==> src/design/tbms_pkg.sv <==
// token bucket meter/shaper: shared constants, register map and types
// assumes a single datapath clock; byte addresses on a 32-bit avalon-mm slave
package tbms_pkg;
  localparam int OCC_W = 48;
  localparam int FRAC_W = 16;
  localparam int LEN_W = 16;
  localparam int BKT_W = 24;
  localparam int RATE_W = 32;
  localparam int TIME_W = 32;
  localparam int ADDR_W = 5;
  localparam int DATA_W = 32;
  localparam int BE_W = 4;
  localparam int ST_W = 3;
  localparam int CTRL_W = 2;
  localparam int BIT_SH = 3;

  localparam logic [ADDR_W-1:0] REG_CTRL = 5'h00;
  localparam logic [ADDR_W-1:0] REG_BUCKET = 5'h04;
  localparam logic [ADDR_W-1:0] REG_RATE = 5'h08;
  localparam logic [ADDR_W-1:0] REG_OCC = 5'h0c;
  localparam logic [ADDR_W-1:0] REG_STATUS = 5'h10;
  localparam logic [ADDR_W-1:0] REG_MASK = 5'h14;
  localparam logic [ADDR_W-1:0] REG_TICK = 5'h18;

  localparam int CTRL_STRICT_BIT = 0;
  localparam int CTRL_SHAPE_BIT = 1;
  localparam int ST_CONFORM_BIT = 0;
  localparam int ST_NONCONF_BIT = 1;
  localparam int ST_RELEASE_BIT = 2;

  localparam logic [CTRL_W-1:0] RST_CTRL = 2'h0;
  localparam logic [BKT_W-1:0] RST_BUCKET = 24'h002ee0;
  localparam logic [RATE_W-1:0] RST_RATE = 32'h00010000;
  localparam logic [ST_W-1:0] RST_MASK = 3'h0;
  localparam logic signed [OCC_W-1:0] RST_OCC =
    {{(OCC_W-BKT_W-FRAC_W+BIT_SH){1'b0}}, RST_BUCKET, {(FRAC_W-BIT_SH){1'b0}}};

  typedef enum logic {
    TBMS_IDLE = 1'b0,
    TBMS_HOLD = 1'b1
  } tbms_shp_t;
endpackage

==> src/design/tbms_top.sv <==
// token bucket meter and shaper with avalon-mm register slave
// assumes packet inputs synchronous to i_clk; one arrival per cycle at most
`timescale 1ns/1ps
module tbms_top (
  input wire logic i_clk,
  input wire logic i_rst,
  input wire logic [tbms_pkg::ADDR_W-1:0] i_avs_address,
  input wire logic i_avs_read,
  input wire logic i_avs_write,
  input wire logic [tbms_pkg::DATA_W-1:0] i_avs_writedata,
  input wire logic [tbms_pkg::BE_W-1:0] i_avs_byteenable,
  output logic [tbms_pkg::DATA_W-1:0] o_avs_readdata,
  output logic o_avs_waitrequest,
  input wire logic i_pkt_valid,
  input wire logic [tbms_pkg::LEN_W-1:0] i_pkt_len,
  output logic o_pkt_ready,
  output logic o_verdict_valid,
  output logic o_verdict_conform,
  output logic o_release_valid,
  output logic [tbms_pkg::TIME_W-1:0] o_release_eligible_time,
  output logic o_irq
);
  import tbms_pkg::*;

  function automatic logic signed [OCC_W-1:0] len_fix(input logic [LEN_W-1:0] len);
    len_fix = $signed({{(OCC_W-LEN_W-FRAC_W){1'b0}}, len, {FRAC_W{1'b0}}});
  endfunction

  function automatic logic signed [OCC_W-1:0] bkt_fix(input logic [BKT_W-1:0] bits);
    logic [BKT_W-1:0] eff;
    eff = (bits == '0) ? {{(BKT_W-1){1'b0}}, 1'b1} : bits;
    bkt_fix = $signed({{(OCC_W-BKT_W-FRAC_W+BIT_SH){1'b0}}, eff, {(FRAC_W-BIT_SH){1'b0}}});
  endfunction

  function automatic logic [DATA_W-1:0] be_merge(input logic [DATA_W-1:0] old,
      input logic [DATA_W-1:0] nw, input logic [BE_W-1:0] be);
    logic [DATA_W-1:0] r;
    r = old;
    for (int i = 0; i < BE_W; i++) begin
      if (be[i]) begin
        r[i*8 +: 8] = nw[i*8 +: 8];
      end
    end
    be_merge = r;
  endfunction

  // register slave state
  logic [CTRL_W-1:0] ctrl_q, ctrl_d;
  logic [BKT_W-1:0] bkt_q, bkt_d;
  logic [RATE_W-1:0] rate_q, rate_d;
  logic [ST_W-1:0] mask_q, mask_d, st_q, st_d;
  logic [DATA_W-1:0] rdata_q, rdata_d;
  logic wait_q, wait_d;
  logic irq_q, irq_d;
  logic wr_take;
  logic wr_bucket;
  logic [ST_W-1:0] st_clr;
  logic [DATA_W-1:0] wmerged;

  // meter state
  logic signed [OCC_W-1:0] occ_q, occ_d;
  logic signed [OCC_W-1:0] sum, cred, bfix, lfix, pfix, rate_x;
  tbms_shp_t shp_q, shp_d;
  logic [LEN_W-1:0] plen_q, plen_d;
  logic [TIME_W-1:0] tick_q, tick_d, time_q, time_d;
  logic ready_q, ready_d;
  logic vld_q, vld_d, conf_q, conf_d, rel_q, rel_d;
  logic [ST_W-1:0] ev;
  logic arrive;
  logic strict;
  logic shape;

  assign wr_take = i_avs_write && !wait_q;
  assign wr_bucket = wr_take && (i_avs_address == REG_BUCKET);
  assign strict = ctrl_q[CTRL_STRICT_BIT];
  assign shape = ctrl_q[CTRL_SHAPE_BIT];
  assign arrive = i_pkt_valid && ready_q;
  assign bfix = bkt_fix(bkt_q);
  assign lfix = len_fix(i_pkt_len);
  assign pfix = len_fix(plen_q);
  assign rate_x = $signed({{(OCC_W-RATE_W){1'b0}}, rate_q});
  assign sum = occ_q + rate_x;
  assign cred = (sum > bfix) ? bfix : sum;

  always_comb begin
    ctrl_d = ctrl_q;
    bkt_d = bkt_q;
    rate_d = rate_q;
    mask_d = mask_q;
    st_clr = '0;
    rdata_d = rdata_q;
    wmerged = '0;
    // one wait cycle, then a single-cycle answer
    wait_d = !((i_avs_read || i_avs_write) && wait_q);
    if (wr_take) begin
      case (i_avs_address)
        REG_CTRL: begin
          wmerged = be_merge({{(DATA_W-CTRL_W){1'b0}}, ctrl_q}, i_avs_writedata, i_avs_byteenable);
          ctrl_d = wmerged[CTRL_W-1:0];
        end
        REG_BUCKET: begin
          wmerged = be_merge({{(DATA_W-BKT_W){1'b0}}, bkt_q}, i_avs_writedata, i_avs_byteenable);
          bkt_d = wmerged[BKT_W-1:0];
        end
        REG_RATE: begin
          rate_d = be_merge(rate_q, i_avs_writedata, i_avs_byteenable);
        end
        REG_STATUS: begin
          st_clr = i_avs_byteenable[0] ? i_avs_writedata[ST_W-1:0] : '0;
        end
        REG_MASK: begin
          wmerged = be_merge({{(DATA_W-ST_W){1'b0}}, mask_q}, i_avs_writedata, i_avs_byteenable);
          mask_d = wmerged[ST_W-1:0];
        end
        default: ;
      endcase
    end
    if (i_avs_read && wait_q) begin
      case (i_avs_address)
        REG_CTRL: rdata_d = {{(DATA_W-CTRL_W){1'b0}}, ctrl_q};
        REG_BUCKET: rdata_d = {{(DATA_W-BKT_W){1'b0}}, bkt_q};
        REG_RATE: rdata_d = rate_q;
        REG_OCC: rdata_d = occ_q[FRAC_W +: DATA_W];
        REG_STATUS: rdata_d = {{(DATA_W-ST_W){1'b0}}, st_q};
        REG_MASK: rdata_d = {{(DATA_W-ST_W){1'b0}}, mask_q};
        REG_TICK: rdata_d = tick_q;
        default: rdata_d = '0;
      endcase
    end
    // a new event wins over a simultaneous clear
    st_d = (st_q & ~st_clr) | ev;
    irq_d = |(st_d & mask_d);
  end

  always_ff @(posedge i_clk or posedge i_rst) begin
    if (i_rst) begin
      ctrl_q <= RST_CTRL;
      bkt_q <= RST_BUCKET;
      rate_q <= RST_RATE;
      mask_q <= RST_MASK;
      st_q <= '0;
      rdata_q <= '0;
      wait_q <= 1'b1;
      irq_q <= 1'b0;
    end else begin
      ctrl_q <= ctrl_d;
      bkt_q <= bkt_d;
      rate_q <= rate_d;
      mask_q <= mask_d;
      st_q <= st_d;
      rdata_q <= rdata_d;
      wait_q <= wait_d;
      irq_q <= irq_d;
    end
  end

  always_comb begin
    occ_d = cred;
    shp_d = shp_q;
    plen_d = plen_q;
    time_d = time_q;
    tick_d = tick_q + 1'b1;
    vld_d = 1'b0;
    conf_d = conf_q;
    rel_d = 1'b0;
    ev = '0;
    unique case (shp_q)
      TBMS_HOLD: begin
        if (cred >= pfix) begin
          occ_d = cred - pfix;
          shp_d = TBMS_IDLE;
          rel_d = 1'b1;
          vld_d = 1'b1;
          conf_d = 1'b1;
          time_d = tick_q;
          ev[ST_CONFORM_BIT] = 1'b1;
          ev[ST_RELEASE_BIT] = 1'b1;
        end
      end
      TBMS_IDLE: begin
        if (arrive && shape) begin
          if (cred >= lfix) begin
            occ_d = cred - lfix;
            rel_d = 1'b1;
            vld_d = 1'b1;
            conf_d = 1'b1;
            time_d = tick_q;
            ev[ST_CONFORM_BIT] = 1'b1;
            ev[ST_RELEASE_BIT] = 1'b1;
          end else begin
            shp_d = TBMS_HOLD;
            plen_d = i_pkt_len;
          end
        end else if (arrive) begin
          vld_d = 1'b1;
          if (strict) begin
            conf_d = (cred - lfix >= 0);
          end else begin
            conf_d = !cred[OCC_W-1];
          end
          if (conf_d) begin
            occ_d = cred - lfix;
          end
          ev[ST_CONFORM_BIT] = conf_d;
          ev[ST_NONCONF_BIT] = !conf_d;
        end
      end
    endcase
    ready_d = (shp_d == TBMS_IDLE);
  end

  always_ff @(posedge i_clk or posedge i_rst) begin
    if (i_rst) begin
      occ_q <= RST_OCC;
      shp_q <= TBMS_IDLE;
      plen_q <= '0;
      time_q <= '0;
      tick_q <= '0;
      ready_q <= 1'b1;
      vld_q <= 1'b0;
      conf_q <= 1'b0;
      rel_q <= 1'b0;
    end else begin
      occ_q <= occ_d;
      shp_q <= shp_d;
      plen_q <= plen_d;
      time_q <= time_d;
      tick_q <= tick_d;
      ready_q <= ready_d;
      vld_q <= vld_d;
      conf_q <= conf_d;
      rel_q <= rel_d;
    end
  end

  assign o_avs_readdata = rdata_q;
  assign o_avs_waitrequest = wait_q;
  assign o_pkt_ready = ready_q;
  assign o_verdict_valid = vld_q;
  assign o_verdict_conform = conf_q;
  assign o_release_valid = rel_q;
  assign o_release_eligible_time = time_q;
  assign o_irq = irq_q;
endmodule // tbms_top

==> config.mk <==
export PLATFORM = sky130hd
export DESIGN_NAME = tbms_top
export DESIGN_NICKNAME = d
export VERILOG_FILES = /design/src/design/tbms_pkg.sv /design/src/design/tbms_top.sv
export SDC_FILE = /design/constraint.sdc
export NUM_CORES = 1
export LEC_CHECK = 0
export ABC_AREA = 1
export BUFFER_PORTS_ARGS = -buffer_cell sky130_fd_sc_hd__buf_2
export CORE_MARGIN = 2
export CORE_UTILIZATION = 45
export DETAILED_ROUTE_END_ITERATION = 8
export PLACE_DENSITY = 0.72
export SLEW_MARGIN = 5
export SYNTH_ARGS = -nofsm -noshare
export SYNTH_HDL_FRONTEND = slang
export SYNTH_SLANG_ARGS = --single-unit
==> constraint.sdc <==
create_clock -name i_clk -period 7.4 [get_ports i_clk]
set_clock_uncertainty 0.2 [all_clocks]
set_input_delay 1.11 -clock i_clk [delete_from_list [all_inputs] [get_ports i_clk]]
set_output_delay 1.11 -clock i_clk [all_outputs]
set_load 0.03 [all_outputs]
==> results.yml <==
floorplanning:
  die_y_microns: 192
  ioPinCount: 132
  dieArea_sq_um: 36900
  initial_core_util_pct: 45.8
  die_x_microns: 192
  core_sq_um: 34700
  rows: 68
yosys:
  synth_cells: 2171
  avgSynthCellArea_sq_um: 7.33
  synth-edff-count: 0
  yosysWarnings: 0
  syn_nets: 2323
  yosys_most_used_dff: "dfrtp_1"
  postSynth.asyncResetShare_pct: 100
  synth.distinct_cells: 61
  netlist_area_sq_um: 15900
  synth-seq-cells: 231
  synth-seq-area-share_pct: 36.5
setup_path:
  cp.depth: 32
  critPathKind: "register to register"
  worstSetupStartpointType: "register"
  arrival_ps: 7240
  crit_path_top_delay_cell: "o21ai_0"
  slowest_delay_ps: 520
  critical_path.top_delay_family: "compound AO/OA/AOI/OAI gates"
  worstPathRequired_ps: 7680
  endpoint_kind: "register"
  path_buf_inv: 3
  cp_max_fo: 15
  ff2ff_path_depth: 32
  reg2reg_slack_ps: 440
placed_design:
  dp_hpwl_microns: 44700
  place_congestion: 1.04
  io_buffers: 131
grt:
  antenna_found_initial: 0
  grt_pass1_wl_microns: 84300
  gr-total-overflow: 0
  grt_pass1_vias: 15500
  groute.usage.overall_pct: 29.8
  grt_max_degree: 123
detailed_routing:
  drt-total-wl_microns: 54600
  drc: 0
  drtPass1Iterations: 6
  wl_per_cell_microns: 19.2
  ant_nets: 0
  via_per_inst: 5.51
  drt-initial-drc-count: 1235
  vias: 15600
hold_path:
  holdPathStages: 1
  hp-class: "register to register"
timing:
  tightest_slew_ps: 1090
  setup_violations: 0
  max_freq_mhz: 144
  slew_headroom_pct: 27.5
  report.final.slew_viol_count: 0
  finalCritPeriodShare_pct: 94.1
  hold_viol_final: 0
  tns_ps: 0
  min_period_ps: 6960
cts:
  cts.sinks: 231
  clk_pin_slew_worst_paths_ps: 70
  clock_path_buffers: 3
  post_cts_buffers: 0
  numCtsBuffers: 27
  cts.hold.buffers_added: 0
  root_buffer: "clkbuf_16"
  clk_latency_ps: 570
  cts_tree: "built"
  htreeDepth: 1
cells_and_area:
  multiInputGateArea_sq_um: 8780
  nNetsFinal: 2515
  syn2layout_area_growth_pct: 16.5
  nFillCells: 3398
  seq_area_sq_um: 5800
  final_util_pct: 53.4
  drive_gt1_share_pct: 15.9
  antenna_cells: 0
power:
  ir_drop_uv: 283
  total_power_mw: 6.81
  p_leak_nw: 9.67
  powerDensity_nw_per_um2: 367
status:
  status: "finished clean"
run:
  maxCapViolCount: 0
[registers in the layout, summed over array words and instances (netlist names)]
| signal | count |
|---|---|
| o_pkt_ready | 1 |
| o_avs_waitrequest | 1 |
| o_avs_readdata | 32 |
| o_irq | 1 |
| shp_q | 1 |
| bkt_q | 24 |
| o_verdict_conform | 1 |
| o_verdict_valid | 1 |
| occ_q | 48 |
| ctrl_q | 2 |
| st_q | 3 |
| o_release_valid | 1 |
| o_release_eligible_time | 32 |
| rate_q | 32 |
| tick_q | 32 |
| plen_q | 16 |
| mask_q | 3 |
[cell type report]
class,instances,area share (%)
multi-input cells,1584,47.4
clock inverters,10,0.790
clock buffers,40,4.18
inverters,308,6.26
well taps,455,3.07
flip-flops and latches,231,31.3
repair buffers,211,7.02
[path summary, 6_finish.rpt]
| check | from | to |
|---|---|---|
| max | rate_q[0] | occ_q[38] |
| min | tick_q[29] | tick_q[29] |
| max reg2reg | rate_q[0] | occ_q[38] |
| min reg2reg | tick_q[29] | tick_q[29] |
| max in group asynchronous | i_rst | occ_q[43] |
| min in group asynchronous | i_rst | o_avs_readdata[3] |
[kinds of logic after synthesis]
group | after synthesis | synth area share [%]
AOI/OAI and AO/OA | 370 | 13.8
adders and majority gates | 90 | 7.22
and+or+nand+nor | 1021 | 27.6
DFF | 231 | 36.5
buffers and inverters | 356 | 8.90
muxes | 14 | 1.06
xor gates and xnor gates | 89 | 4.90
[cells in the final DEF, fill, tap and decap left out, types with 5 or more instances in the layout]
| master | instances |
|---|---|
| nand2_1 | 602 |
| inv_1 | 294 |
| dfrtp_1 | 214 |
| nor2_1 | 162 |
| o21ai_0 | 137 |
| buf_2 | 131 |
| nand3_1 | 122 |
| a21oi_1 | 98 |
| ha_1 | 87 |
| buf_4 | 75 |
| xor2_1 | 61 |
| nand4_1 | 34 |
| xnor2_1 | 28 |
| clkbuf_16 | 27 |
| o21ai_1 | 25 |
| a221oi_1 | 25 |
| nor3_1 | 23 |
| a21oi_2 | 23 |
| dfstp_2 | 17 |
| nand2_2 | 14 |
| nor2_2 | 12 |
| nor4_1 | 12 |
| inv_2 | 11 |
| o2111ai_1 | 10 |
| o211ai_1 | 10 |
| mux2_2 | 10 |
| clkbuf_1 | 8 |
| nand3b_1 | 7 |
| nand2_4 | 7 |
| nand3_2 | 6 |
| o21a_1 | 5 |
| o21ai_2 | 5 |
| clkbuf_8 | 5 |
[synth_stat cells, types with 3 or more instances]
library cell	instances	area (sq um)
a21oi_2	20	175
buf_1	4	15.0
xnor2_1	28	245
o211ai_1	10	75.1
dfrtp_1	214	5360
fa_1	3	60.1
buf_2	9	45.0
nor2_2	9	56.3
ha_1	87	1090
o21ai_2	3	26.3
or2_2	3	18.8
inv_1	295	1110
xor2_1	61	534
a21oi_1	101	505
buf_6	5	56.3
clkbuf_1	26	97.6
o221ai_1	4	35.0
nand2_2	13	81.3
nor4_1	15	93.8
o21ai_0	145	726
mux2_4	3	45.0
a221oi_1	25	219
nor3_1	23	115
a31oi_1	5	31.3
o21a_1	5	37.5
nand3_1	123	616
nand2_1	604	2270
nand4_1	34	213
nand3_2	5	50.1
o22ai_1	4	25.0
o21bai_1	6	45.0
o2111ai_1	10	87.6
inv_2	11	41.3
mux2_2	10	113
nor2_1	165	619
a21o_1	4	30.0
nand2_4	6	67.6
o21ai_1	19	95.1
nand3b_1	7	52.6
dfstp_2	17	447
[power breakdown]
part           switching [mW]  internal [mW]
logic                    2.30           1.31
clock network           0.558          0.832
registers               0.265           1.54
total                    3.13           3.68
[what timing repair did]
action | in CTS | in global routing
gates cloned | 0 | 0
endpoints found under the setup margin | 59 | 89
endpoints found under the hold margin | 0 | 0
resized for setup | 3 | 24
pin swaps | 0 | 1
[through the flow]
stage               std cells  area, sq um  hold slack, ps  worst slack [ps]
floorplan                2171        15900             242               364
global placement         2789        17500             260              56.2
detailed placement       2789        17500             261              -107
CTS                      2839        18500             271              30.0
global route             2839        18500             275             -22.1
finish                   2839        18500             268               438
[metal layers]
layer	GRT usage (%)	wire length, microns
met3	3.12	3400
met2	49.6	25100
met5	0	0
met1	40.1	23900
met4	11.2	2260
No activity file was read; power rests on OpenSTA's default activity.
